[src/pdcr_pkg.sv]
// Purpose: constants and types for the clock multiplier and converter control bank
// Assumes: serial port frame of one instruction byte and then the data bytes, msb first
// Notes: offsets are the serial port register addresses

// ****************************************************************
// register map
// ****************************************************************
package pdcr_pkg;
  localparam int PDCR_ADDR_W = 5;
  localparam int PDCR_WORD_W = 24;
  localparam int PDCR_PLL_W = 21;
  localparam int PDCR_CONV_W = 16;
  localparam logic [4:0] PDCR_ADDR_PLL = 5'h04;
  localparam logic [4:0] PDCR_ADDR_I = 5'h05;
  localparam logic [4:0] PDCR_ADDR_AUX1 = 5'h06;
  localparam logic [4:0] PDCR_ADDR_Q = 5'h07;

  // ****************************************************************
  // reset values and write masks
  // ****************************************************************
  localparam logic [20:0] PDCR_PLL_RESET = 21'h00000;
  localparam logic [15:0] PDCR_CONV_RESET = 16'h0000;
  localparam logic [15:0] PDCR_AUX_RESET = 16'h0000;
  localparam logic [15:0] PDCR_CONV_WR_MASK = 16'hC3FF;
  localparam logic [15:0] PDCR_AUX_WR_MASK = 16'hE3FF;

  // ****************************************************************
  // field positions
  // ****************************************************************
  localparam int PDCR_VCV_HI = 23;
  localparam int PDCR_VCV_LO = 21;
  localparam int PDCR_BW_HI = 20;
  localparam int PDCR_BW_LO = 16;
  localparam int PDCR_PLL_EN = 15;
  localparam int PDCR_VDIV_HI = 14;
  localparam int PDCR_VDIV_LO = 13;
  localparam int PDCR_LDIV_HI = 12;
  localparam int PDCR_LDIV_LO = 11;
  localparam int PDCR_BIAS_HI = 10;
  localparam int PDCR_BIAS_LO = 8;
  localparam int PDCR_BAND_HI = 7;
  localparam int PDCR_BAND_LO = 2;
  localparam int PDCR_DRIVE_HI = 1;
  localparam int PDCR_DRIVE_LO = 0;
  localparam int PDCR_SLEEP = 15;
  localparam int PDCR_PDOWN = 14;
  localparam int PDCR_AUX_SIGN = 15;
  localparam int PDCR_AUX_DIR = 14;
  localparam int PDCR_AUX_PDOWN = 13;
  localparam int PDCR_GAIN_HI = 9;
  localparam int PDCR_GAIN_LO = 0;

  // ****************************************************************
  // recommended codes
  // ****************************************************************
  localparam logic [2:0] PDCR_VCV_CENTRED = 3'h3;
  localparam logic [4:0] PDCR_BW_BEST = 5'h0F;
  localparam logic [2:0] PDCR_BIAS_BEST = 3'h3;
  localparam logic [1:0] PDCR_DRIVE_BEST = 2'h3;

  // ****************************************************************
  // serial framing
  // ****************************************************************
  localparam int PDCR_READ_BIT = 7;
  localparam logic [2:0] PDCR_LAST_BIT = 3'h7;
  localparam logic [1:0] PDCR_LAST_BYTE_LONG = 2'h2;
  localparam logic [1:0] PDCR_LAST_BYTE_SHORT = 2'h1;
  localparam int PDCR_SYNC_W = 6;
  localparam logic [5:0] PDCR_SYNC_RESET = 6'h02;

  typedef enum logic [1:0] {
    PDCR_ST_IDLE,
    PDCR_ST_INSTR,
    PDCR_ST_DATA,
    PDCR_ST_DONE
  } pdcr_state_t;
endpackage : pdcr_pkg

[src/pdcr_sync_if.sv]
// Purpose: carries raw pin levels to the synchroniser and settled levels back
// Assumes: one clock domain
// Notes: width set by parameter
`timescale 1ns/1ps

// ****************************************************************
// synchroniser carrier
// ****************************************************************
interface pdcr_sync_if #(parameter int W = 6);
  logic [W-1:0] raw;
  logic [W-1:0] settled;
  modport syncer (input raw, output settled);
  modport user (output raw, input settled);
endinterface : pdcr_sync_if

[src/pdcr_pin_sync.sv]
// Purpose: three stage pin synchroniser with agreement filter
// Assumes: inputs asynchronous to clk_in
// Notes: output changes once stages two and three agree
`timescale 1ns/1ps

// ****************************************************************
// pin synchroniser
// ****************************************************************
module pdcr_pin_sync #(
  parameter int W = 6,
  parameter logic [W-1:0] RESET_VAL = '0
) (
  input wire logic clk_in,
  input wire logic reset_n_in,
  pdcr_sync_if.syncer pins
);
  logic [W-1:0] ff1_reg;
  logic [W-1:0] ff2_reg;
  logic [W-1:0] ff3_reg;
  logic [W-1:0] settled_reg;
  logic [W-1:0] agree;

  assign agree = ~(ff2_reg ^ ff3_reg);
  assign pins.settled = settled_reg;

  always_ff @(posedge clk_in or negedge reset_n_in) begin
    if (!reset_n_in) begin
      ff1_reg <= RESET_VAL;
      ff2_reg <= RESET_VAL;
      ff3_reg <= RESET_VAL;
      settled_reg <= RESET_VAL;
    end else begin
      ff1_reg <= pins.raw;
      ff2_reg <= ff1_reg;
      ff3_reg <= ff2_reg;
      settled_reg <= (agree & ff3_reg) | (~agree & settled_reg);
    end
  end
endmodule : pdcr_pin_sync

[src/pdcr_regs.sv]
// Purpose: clock multiplier and converter control bank behind the serial port
// Assumes: serial clock high and low phases each last at least five clk_in periods
// Notes: fields drive the analog periphery straight from flip-flops
`timescale 1ns/1ps

module pdcr_regs (
  input wire logic clk_in,
  input wire logic reset_n_in,
  input wire logic sclk_in,
  input wire logic cs_n_in,
  input wire logic sdio_in,
  output logic sdio_out,
  output logic sdio_oe_out,
  input wire logic [2:0] vco_ctrl_voltage_in,
  output logic vco_ctrl_centred_out,
  output logic [4:0] loop_bandwidth_out,
  output logic pll_enable_out,
  output logic sample_clk_from_ref_out,
  output logic [1:0] vco_div_code_out,
  output logic [3:0] vco_div_ratio_out,
  output logic [1:0] loop_div_code_out,
  output logic [4:0] loop_div_ratio_out,
  output logic [2:0] vco_bias_out,
  output logic [5:0] band_select_out,
  output logic [1:0] vco_drive_out,
  output logic pll_settings_optimal_out,
  output logic i_sleep_out,
  output logic i_powerdown_out,
  output logic i_active_out,
  output logic [9:0] i_gain_out,
  output logic aux1_negative_out,
  output logic aux1_pos_pin_active_out,
  output logic aux1_neg_pin_active_out,
  output logic aux1_sink_out,
  output logic aux1_powerdown_out,
  output logic [9:0] aux1_data_out,
  output logic q_sleep_out,
  output logic q_powerdown_out,
  output logic q_active_out,
  output logic [9:0] q_gain_out
);
  import pdcr_pkg::*;

  // ****************************************************************
  // helpers
  // ****************************************************************
  function automatic logic [4:0] pdcr_ratio(input logic [1:0] code, input logic [4:0] base);
    pdcr_ratio = base << code;
  endfunction : pdcr_ratio

  function automatic logic [1:0] pdcr_last_byte(input logic [4:0] addr);
    if (addr == PDCR_ADDR_PLL) begin
      pdcr_last_byte = PDCR_LAST_BYTE_LONG;
    end else begin
      pdcr_last_byte = PDCR_LAST_BYTE_SHORT;
    end
  endfunction : pdcr_last_byte

  // ****************************************************************
  // pin synchronisers
  // ****************************************************************
  pdcr_sync_if #(.W(PDCR_SYNC_W)) pin_if ();

  pdcr_pin_sync #(
    .W(PDCR_SYNC_W),
    .RESET_VAL(PDCR_SYNC_RESET)
  ) u_sync (
    .clk_in(clk_in),
    .reset_n_in(reset_n_in),
    .pins(pin_if.syncer)
  );

  logic sclk_s;
  logic cs_n_s;
  logic sdi_s;
  logic [2:0] vcv_s;

  assign pin_if.raw = {vco_ctrl_voltage_in, sdio_in, cs_n_in, sclk_in};
  assign sclk_s = pin_if.settled[0];
  assign cs_n_s = pin_if.settled[1];
  assign sdi_s = pin_if.settled[2];
  assign vcv_s = pin_if.settled[5:3];

  // ****************************************************************
  // control voltage code capture
  // ****************************************************************
  // code bits settle one by one, so take the word once two cycles agree
  logic [2:0] vcv_d_reg;
  logic [2:0] vcv_reg;
  logic vcv_steady;

  assign vcv_steady = vcv_s == vcv_d_reg;

  always_ff @(posedge clk_in or negedge reset_n_in) begin
    if (!reset_n_in) begin
      vcv_d_reg <= PDCR_SYNC_RESET[5:3];
      vcv_reg <= PDCR_SYNC_RESET[5:3];
    end else begin
      vcv_d_reg <= vcv_s;
      if (vcv_steady) begin
        vcv_reg <= vcv_d_reg;
      end
    end
  end

  // ****************************************************************
  // serial framing state
  // ****************************************************************
  pdcr_state_t state_reg;
  pdcr_state_t state_next;
  logic sclk_d_reg;
  logic [2:0] bit_cnt_reg;
  logic [2:0] bit_cnt_next;
  logic [1:0] byte_cnt_reg;
  logic [1:0] byte_cnt_next;
  logic [23:0] shift_reg;
  logic [23:0] shift_next;
  logic [4:0] addr_reg;
  logic [4:0] addr_next;
  logic rd_mode_reg;
  logic rd_mode_next;
  logic load_pend_reg;
  logic load_pend_next;
  logic [23:0] rd_shift_reg;
  logic [23:0] rd_shift_next;
  logic sdo_oe_reg;
  logic sdo_oe_next;

  logic frame_active;
  logic sclk_rise;
  logic sclk_fall;
  logic byte_done;
  logic last_byte;
  logic commit;
  logic [23:0] sample_word;
  logic [23:0] read_value;
  logic [23:0] rd_aligned;

  assign frame_active = ~cs_n_s;
  assign sclk_rise = sclk_s & ~sclk_d_reg;
  assign sclk_fall = ~sclk_s & sclk_d_reg;
  assign sample_word = {shift_reg[22:0], sdi_s};
  assign byte_done = sclk_rise & (bit_cnt_reg == PDCR_LAST_BIT);
  assign last_byte = byte_cnt_reg == pdcr_last_byte(addr_reg);
  assign commit = frame_active & (state_reg == PDCR_ST_DATA) & byte_done & last_byte
                  & ~rd_mode_reg;

  always_comb begin
    state_next = state_reg;
    bit_cnt_next = bit_cnt_reg;
    byte_cnt_next = byte_cnt_reg;
    shift_next = shift_reg;
    addr_next = addr_reg;
    rd_mode_next = rd_mode_reg;
    load_pend_next = load_pend_reg;
    rd_shift_next = rd_shift_reg;
    case (state_reg)
      PDCR_ST_IDLE: begin
        bit_cnt_next = 3'h0;
        byte_cnt_next = 2'h0;
        load_pend_next = 1'b0;
        if (frame_active) begin
          state_next = PDCR_ST_INSTR;
        end
      end
      PDCR_ST_INSTR: begin
        if (sclk_rise) begin
          shift_next = sample_word;
          bit_cnt_next = bit_cnt_reg + 3'h1;
        end
        if (byte_done) begin
          addr_next = sample_word[4:0];
          rd_mode_next = sample_word[PDCR_READ_BIT];
          load_pend_next = sample_word[PDCR_READ_BIT];
          byte_cnt_next = 2'h0;
          state_next = PDCR_ST_DATA;
        end
      end
      PDCR_ST_DATA: begin
        if (sclk_rise) begin
          shift_next = sample_word;
          bit_cnt_next = bit_cnt_reg + 3'h1;
        end
        if (byte_done) begin
          if (last_byte) begin
            state_next = PDCR_ST_DONE;
          end else begin
            byte_cnt_next = byte_cnt_reg + 2'h1;
          end
        end
      end
      default: begin
        state_next = PDCR_ST_DONE;
      end
    endcase
    if (sclk_fall) begin
      if (load_pend_reg) begin
        rd_shift_next = rd_aligned;
        load_pend_next = 1'b0;
      end else if (state_reg == PDCR_ST_DATA) begin
        rd_shift_next = {rd_shift_reg[22:0], 1'b0};
      end
    end
    if (!frame_active) begin
      state_next = PDCR_ST_IDLE;
    end
  end

  assign sdo_oe_next = frame_active & rd_mode_reg & (state_next == PDCR_ST_DATA)
                       & (sdo_oe_reg | (sclk_fall & load_pend_reg));

  always_ff @(posedge clk_in or negedge reset_n_in) begin
    if (!reset_n_in) begin
      state_reg <= PDCR_ST_IDLE;
      sclk_d_reg <= 1'b0;
      bit_cnt_reg <= 3'h0;
      byte_cnt_reg <= 2'h0;
      shift_reg <= 24'h000000;
      addr_reg <= 5'h00;
      rd_mode_reg <= 1'b0;
      load_pend_reg <= 1'b0;
      rd_shift_reg <= 24'h000000;
      sdo_oe_reg <= 1'b0;
    end else begin
      state_reg <= state_next;
      sclk_d_reg <= sclk_s;
      bit_cnt_reg <= bit_cnt_next;
      byte_cnt_reg <= byte_cnt_next;
      shift_reg <= shift_next;
      addr_reg <= addr_next;
      rd_mode_reg <= rd_mode_next;
      load_pend_reg <= load_pend_next;
      rd_shift_reg <= rd_shift_next;
      sdo_oe_reg <= sdo_oe_next;
    end
  end

  assign sdio_out = rd_shift_reg[23];
  assign sdio_oe_out = sdo_oe_reg;

  // ****************************************************************
  // control registers
  // ****************************************************************
  logic [20:0] pll_cfg_reg;
  logic [15:0] i_ctl_reg;
  logic [15:0] aux1_ctl_reg;
  logic [15:0] q_ctl_reg;
  logic wr_pll;
  logic wr_i;
  logic wr_aux1;
  logic wr_q;

  assign wr_pll = commit & (addr_reg == PDCR_ADDR_PLL);
  assign wr_i = commit & (addr_reg == PDCR_ADDR_I);
  assign wr_aux1 = commit & (addr_reg == PDCR_ADDR_AUX1);
  assign wr_q = commit & (addr_reg == PDCR_ADDR_Q);

  always_ff @(posedge clk_in or negedge reset_n_in) begin
    if (!reset_n_in) begin
      pll_cfg_reg <= PDCR_PLL_RESET;
      i_ctl_reg <= PDCR_CONV_RESET;
      aux1_ctl_reg <= PDCR_AUX_RESET;
      q_ctl_reg <= PDCR_CONV_RESET;
    end else begin
      if (wr_pll) begin
        pll_cfg_reg <= sample_word[20:0];
      end
      if (wr_i) begin
        i_ctl_reg <= sample_word[15:0] & PDCR_CONV_WR_MASK;
      end
      if (wr_aux1) begin
        aux1_ctl_reg <= sample_word[15:0] & PDCR_AUX_WR_MASK;
      end
      if (wr_q) begin
        q_ctl_reg <= sample_word[15:0] & PDCR_CONV_WR_MASK;
      end
    end
  end

  // ****************************************************************
  // readback
  // ****************************************************************
  always_comb begin
    if (addr_reg == PDCR_ADDR_PLL) begin
      read_value = {vcv_reg, pll_cfg_reg};
    end else if (addr_reg == PDCR_ADDR_I) begin
      read_value = {8'h00, i_ctl_reg};
    end else if (addr_reg == PDCR_ADDR_AUX1) begin
      read_value = {8'h00, aux1_ctl_reg};
    end else if (addr_reg == PDCR_ADDR_Q) begin
      read_value = {8'h00, q_ctl_reg};
    end else begin
      read_value = 24'h000000;
    end
  end

  assign rd_aligned = (addr_reg == PDCR_ADDR_PLL) ? read_value : {read_value[15:0], 8'h00};

  // ****************************************************************
  // analog periphery fields
  // ****************************************************************
  logic [4:0] vco_div_ratio_wide;

  assign vco_ctrl_centred_out = vcv_reg == PDCR_VCV_CENTRED;
  assign loop_bandwidth_out = pll_cfg_reg[PDCR_BW_HI:PDCR_BW_LO];
  assign pll_enable_out = pll_cfg_reg[PDCR_PLL_EN];
  assign sample_clk_from_ref_out = ~pll_cfg_reg[PDCR_PLL_EN];
  assign vco_div_code_out = pll_cfg_reg[PDCR_VDIV_HI:PDCR_VDIV_LO];
  assign vco_div_ratio_wide = pdcr_ratio(vco_div_code_out, 5'h01);
  assign vco_div_ratio_out = vco_div_ratio_wide[3:0];
  assign loop_div_code_out = pll_cfg_reg[PDCR_LDIV_HI:PDCR_LDIV_LO];
  assign loop_div_ratio_out = pdcr_ratio(loop_div_code_out, 5'h02);
  assign vco_bias_out = pll_cfg_reg[PDCR_BIAS_HI:PDCR_BIAS_LO];
  assign band_select_out = pll_cfg_reg[PDCR_BAND_HI:PDCR_BAND_LO];
  assign vco_drive_out = pll_cfg_reg[PDCR_DRIVE_HI:PDCR_DRIVE_LO];
  assign pll_settings_optimal_out = (loop_bandwidth_out == PDCR_BW_BEST)
                                    & (vco_bias_out == PDCR_BIAS_BEST)
                                    & (vco_drive_out == PDCR_DRIVE_BEST);

  assign i_sleep_out = i_ctl_reg[PDCR_SLEEP];
  assign i_powerdown_out = i_ctl_reg[PDCR_PDOWN];
  assign i_active_out = ~(i_sleep_out | i_powerdown_out);
  assign i_gain_out = i_ctl_reg[PDCR_GAIN_HI:PDCR_GAIN_LO];

  assign aux1_negative_out = aux1_ctl_reg[PDCR_AUX_SIGN];
  assign aux1_pos_pin_active_out = ~aux1_negative_out;
  assign aux1_neg_pin_active_out = aux1_negative_out;
  assign aux1_sink_out = aux1_ctl_reg[PDCR_AUX_DIR];
  assign aux1_powerdown_out = aux1_ctl_reg[PDCR_AUX_PDOWN];
  assign aux1_data_out = aux1_ctl_reg[PDCR_GAIN_HI:PDCR_GAIN_LO];

  assign q_sleep_out = q_ctl_reg[PDCR_SLEEP];
  assign q_powerdown_out = q_ctl_reg[PDCR_PDOWN];
  assign q_active_out = ~(q_sleep_out | q_powerdown_out);
  assign q_gain_out = q_ctl_reg[PDCR_GAIN_HI:PDCR_GAIN_LO];
endmodule : pdcr_regs

[config.mk]
export PLATFORM = sky130hd
export DESIGN_NAME = pdcr_regs
export DESIGN_NICKNAME = d
export VERILOG_FILES = /design/src/pdcr_pkg.sv /design/src/pdcr_sync_if.sv /design/src/pdcr_pin_sync.sv /design/src/pdcr_regs.sv
export SDC_FILE = /design/constraint.sdc
export NUM_CORES = 1
export LEC_CHECK = 0
export ABC_AREA = 1
export BUFFER_PORTS_ARGS = -buffer_cell sky130_fd_sc_hd__buf_4
export CORE_MARGIN = 4
export CORE_UTILIZATION = 50
export DETAILED_ROUTE_END_ITERATION = 12
export GPL_TIMING_DRIVEN = 0
export HOLD_SLACK_MARGIN = 0.1
export PLACE_DENSITY = 0.71
export SLEW_MARGIN = 10
export SYNTH_ARGS = -nofsm -noshare
export SYNTH_HDL_FRONTEND = slang
export SYNTH_SLANG_ARGS = --single-unit
export TNS_END_PERCENT = 10
[constraint.sdc]
create_clock -name clk_in -period 2.9 [get_ports clk_in]
set_input_delay 0.145 -clock clk_in [delete_from_list [all_inputs] [get_ports clk_in]]
set_output_delay 0.145 -clock clk_in [all_outputs]
set_load 0.005 [all_outputs]
* Word level (Yosys, flattened, before mapping)
Cells that the tools add are included.
Storage, ports and cells: flip-flop bits (word level) 148, input port bits 8, output and inout port bits 76, logic and storage cells 109
Cells by class: add/sub/neg operators 2, bitwise gates (word level) 34, reduce and logical (&&, ||, !) cells 10, shifts and indexed selects 2, multiplexer cells 23, equality and inequality tests 18
Operators with widths (number):
- two-way mux 24 bit | 4
- two-way mux 16 bit | 3
- == test 5 x 3 -> 1 bit (second input constant) | 4
- bitwise AND 1 bit | 17
- two-way mux 2 bit | 8
- bitwise AND 6 bit | 2
- NOT 6 bit | 2
- one-hot mux 2 bit (3 select lines) | 2
- NOT 1 bit | 8
- AND reduction 2 bit | 4
- == test 2 bit (second input constant) | 3
- == test 3 x 2 -> 1 bit (second input constant) | 2
- inequality test 2 bit (second input constant) | 3
- bitwise OR 6 bit | 1
- one-hot mux 3 bit (2 select lines) | 1
- bitwise XOR 6 bit | 1
- == test 5 x 4 -> 1 bit (second input constant) | 1
- << shifter 2 x 2 -> 5 bit (first input constant) | 1
- AND reduction 4 bit | 1
- nonzero test 2 bit | 2
- << shifter 1 x 2 -> 4 bit (first input constant) | 1
- adder 3 x 1 -> 3 bit (second input constant) | 1
- == test 3 bit | 1
- == test 3 bit (second input constant) | 1
- 11 further kinds | 15

* Depth between registers and ports, before layout
depth after elaboration 10, gate-level depth with buffers 10, depth with buffers taken out 10

* Modules after synthesis
From an unflattened synthesis, not the netlist that was laid out.
Unflattened totals: cells, all modules 699, area, all modules 6635.1 um2
Modules (own cells, without submodules):
- pdcr_regs | seq. area each 3103.0 um2, cells each 651, instances 1, area an instance 5931.9 um2
- pdcr_pin_sync | seq. area each 605.6 um2, cells each 48, instances 1, area an instance 703.2 um2

* Worst setup path before layout
Ideal clock, no wire load.
path kind register -> register, start register state_reg[0], end register shift_reg[5], buffers on the path 1, path slack 1.218 ns, data arrival time 1.558 ns, clock period less this slack 1.682 ns, required time 2.775 ns, stages on the path, launching flop included 6, cells stage by stage dfrtp_1 -> inv_1 -> ha_1 -> nand3_1 -> clkbuf_1 -> mux2_2
Between the ends: longest elaborated chain between the ends 3, elaborated cells between the ends (all ways) 4, those cells by class eq/ne: 2; reduce/logical: 2
RTL lines:
- start: declaration | line pdcr_regs.sv:109 | pdcr_state_t state_reg;
- start signal: assignment | line pdcr_regs.sv:225 | state_reg <= state_next;
- == test 2 bit or == test 2 x 1 -> 1 bit (tied branches) | line pdcr_regs.sv:157 | case (state_reg)
- OR reduction 2 bit (no line) (*)
- AND reduction 2 bit (no line) (*)
- end signal: assignment | line pdcr_regs.sv:229 | shift_reg <= shift_next;
- end: declaration | line pdcr_regs.sv:116 | logic [23:0] shift_reg;
Mark *: on every way between the ends. The rest lies on a longest branch, timed or not. A chain may end at the register's enable or synchronous reset.

* Worst setup path after layout
start register state_reg[0], end register q_ctl_reg[5]
Between the ends: longest elaborated chain between the ends 6
RTL lines:
- == test 2 bit | line pdcr_regs.sv:145 | assign commit = frame_active & (state_reg == PDCR_ST_DATA) & byte_done & last_byte
- bitwise AND 1 bit (3 in a row) | line pdcr_regs.sv:145
- bitwise AND 1 bit | line pdcr_regs.sv:146 | & ~rd_mode_reg;
- bitwise AND 1 bit | line pdcr_regs.sv:256 | assign wr_q = commit & (addr_reg == PDCR_ADDR_Q);
- end signal: assignment | line pdcr_regs.sv:275 | q_ctl_reg <= sample_word[15:0] & PDCR_CONV_WR_MASK;
- end: declaration | line pdcr_regs.sv:247 | logic [15:0] q_ctl_reg;
Every way passes these cells.

==> results.yml <==
run:
  drv_cap: 0
floorplan:
  core_area_um2: 12570
  rows: 41
  die_h_um: 121.2
  initial_core_util_pct: 50.94
  io_pins: 84
  die-area_um2: 14680
  chipWidth_um: 121.2
power_and_ir_drop:
  leakage_nw: 4.239
  power.density_cell_area_nw_per_um2: 662.2
  ir_drop_v: 0.0004553
sta:
  slew_viol_final: 0
  layout_min_cycle_time_ps: 2198
  skew_ps: 9.847
  hold_viol: 0
  grt_setup_unrepaired: "no"
  post-route-period-util_pct: 75.78
  worst_pin_slew_ps: 576.3
  slew-limit-headroom_pct: 61.58
  tns_ps: 0
  fmax_mhz: 455.0
  setup_violations: 0
cts:
  htreeDepth: 4
  clkLatencyLatePin_ps: 430
  clock-root-buffer: "clkbuf_16"
  clock_path_buffers: 2
  cts_resized: 0
  post_cts_buffers: 0
  ctsHoldBuffers: 7
  cts_tree: "built"
  cts_sinks: 148
  path_clk_slew_ps: 60
  numCtsBuffers: 17
yosys:
  synth.most_common_cell: "nand2_1"
  synth_cell_types: 34
  synth_fp_nets: 746
  yosysSeqAreaShare_pct: 57.92
  synth_common_cells: "nand2_1 (248), dfrtp_1 (144), inv_1 (60)"
  synth_area_per_cell_um2: 8.746
  yosys-top-cells-area: "dfrtp_1 (56%), nand2_1 (15%), a21oi_1 (4.1%), inv_1 (3.5%), nand3_1 (3.4%)"
  synth-main-ff-cell: "dfrtp_1"
  ys_ff_latch: 148
  synth_edf_count: 0
  syn_area_um2: 6402
  synth_top_area_share_pct: 56.28
  yosys.area.top_type: "dfrtp_1"
  async_flop_share_pct: 100.0
  syn_inst: 732
  synth-warning-count: 0
setup_path:
  worstPathRequired_ps: 3220
  crit_path_start_kind: "flip-flop"
  cp_max_fo: 10
  critPathKind: "flip-flop to flip-flop"
  cp-end-kind: "flip-flop"
  crit_arrival_ps: 2510
layout:
  design_area_um2: 7995
  largest_reg_flops: 24
  antenna_cells: 0
  drive_gt1_share_pct: 17.56
  finish.utilization_pct: 63.61
  nNetsFinal: 855
  area_delta_synth_final_pct: 24.88
routing:
  finalWirelength_mm: 17.19
  vias_per_cell: 5.335
  drc_errors: 0
  route.vias.total: 5474
  wire_per_inst_um: 16.75
  drtPass1Iterations: 5
  drt_iter0_drc: 485
  antenna_left: 0
place:
  placed_area_um2: 7268
  port-buffer-count: 82
  dp_hpwl_mm: 12.09
  gp_congestion: 0.8624
min_path:
  holdCritPathClass: "input port to async pin"
global_route:
  grt_pass1_vias: 5512
  grt_use_total_pct: 25.06
  grt_antenna_before_repair: 0
  grt_first_pass_wirelength_mm: 28.30
  grt_max_degree: 76
  grt-ovfl-total: 0
outcome:
  status: "finished, final reports clean"
==> placed cells by master, fill, tap and decap left out, types with 2 or more instances in the layout <==
cell type      count
nor2_1            48
ha_1               6
clkbuf_16         17
clkbuf_1          23
nand3_4            2
nand4_1            9
nand2_2            2
clkbuf_8           2
nor2_4             4
inv_1             60
clkinv_2           3
dlygate4sd3_1      7
xor2_1             2
buf_2              5
o21ai_0           35
clkinvlp_4         4
dfrtp_1          144
nand3_1           43
dfstp_2            4
nor2_2             3
maj3_1             6
bufinv_16          5
a21oi_1           53
o211ai_1          13
inv_2              3
buf_4             87
nand2_1          248
==> worst paths after layout <==
check	startpoint	to	depth (start not counted)	slack, ps
min in group clk_in	u_sync.ff1_reg[4]	u_sync.ff2_reg[4]	0	350
hold reg to reg	u_sync.ff1_reg[4]	u_sync.ff2_reg[4]	0	350
setup / recovery	state_reg[0]	q_ctl_reg[5]	8	700
setup reg to reg	state_reg[0]	q_ctl_reg[5]	8	700
max in group asynchronous	reset_n_in	async pin	3	1860
hold / removal	reset_n_in	u_sync.ff1_reg[5]	2	260
==> cell families after synthesis <==
family | after synthesis | share of synthesized area (%)
simple gates | 365 | 24.25
flops | 148 | 57.92
compound gates | 105 | 8.931
buf+inv | 97 | 6.136
fa+ha+maj | 12 | 2.111
xor+xnor | 3 | 0.4105
other cells | 1 | 0.05857
mux | 1 | 0.1759
==> report_power, final <==
part / total [mW] / switching (mW) / leakage (nW) / internal, mW
clock network: 2.43 / 0.859 / 0.311 / 1.57
logic: 0.332 / 0.209 / 1.98 / 0.124
registers: 2.53 / 0.272 / 1.95 / 2.26
==> critical path, stage by stage (launching register included) <==
cell and delay [ps]:
dfrtp_1 430, inv_1 100, ha_1 340, inv_2 110, nor3_4 330, nand4_1 240, clkbuf_1 330, nand2_1 150
nand2_1 60
==> stage by stage <==
stage | hold slack [ps] | instances | worst slack [ps] | total power, mW
detailed placement | 151.8 | 987 | 719.1 | 2.876
global placement | 253.6 | 986 | 827.8 | 2.841
CTS | 291.4 | 1026 | 705.6 | 5.316
floorplan | -150.6 | 732 | 1218 | 2.649
finish | 259.3 | 1026 | 702.4 | 5.294
global route | 346.1 | 1026 | 521.1 | 5.504
==> layout make-up <==
class,count,area [um^2]
inverters,63,236.5
fillers,1059,4573
clock inverters,13,203.9
plain buffers,34,156.4
well taps,172,215.2
repair buffers,90,720.7
clock buffers,19,452.9
multi-input cells,487,2301
flip-flops and latches,148,3709
==> per-layer routing <==
metal  track usage [%]  share of wire [%]  vias to the layer above
met5                 0                  0                        -
li1                  -                  -                     2562
met4             10.92                3.1                        0
met3             4.615                6.6                       46
met2             39.91                 49                      198
met1             33.80                 42                     2668
Note: power is estimated with default switching activity, not from simulation.
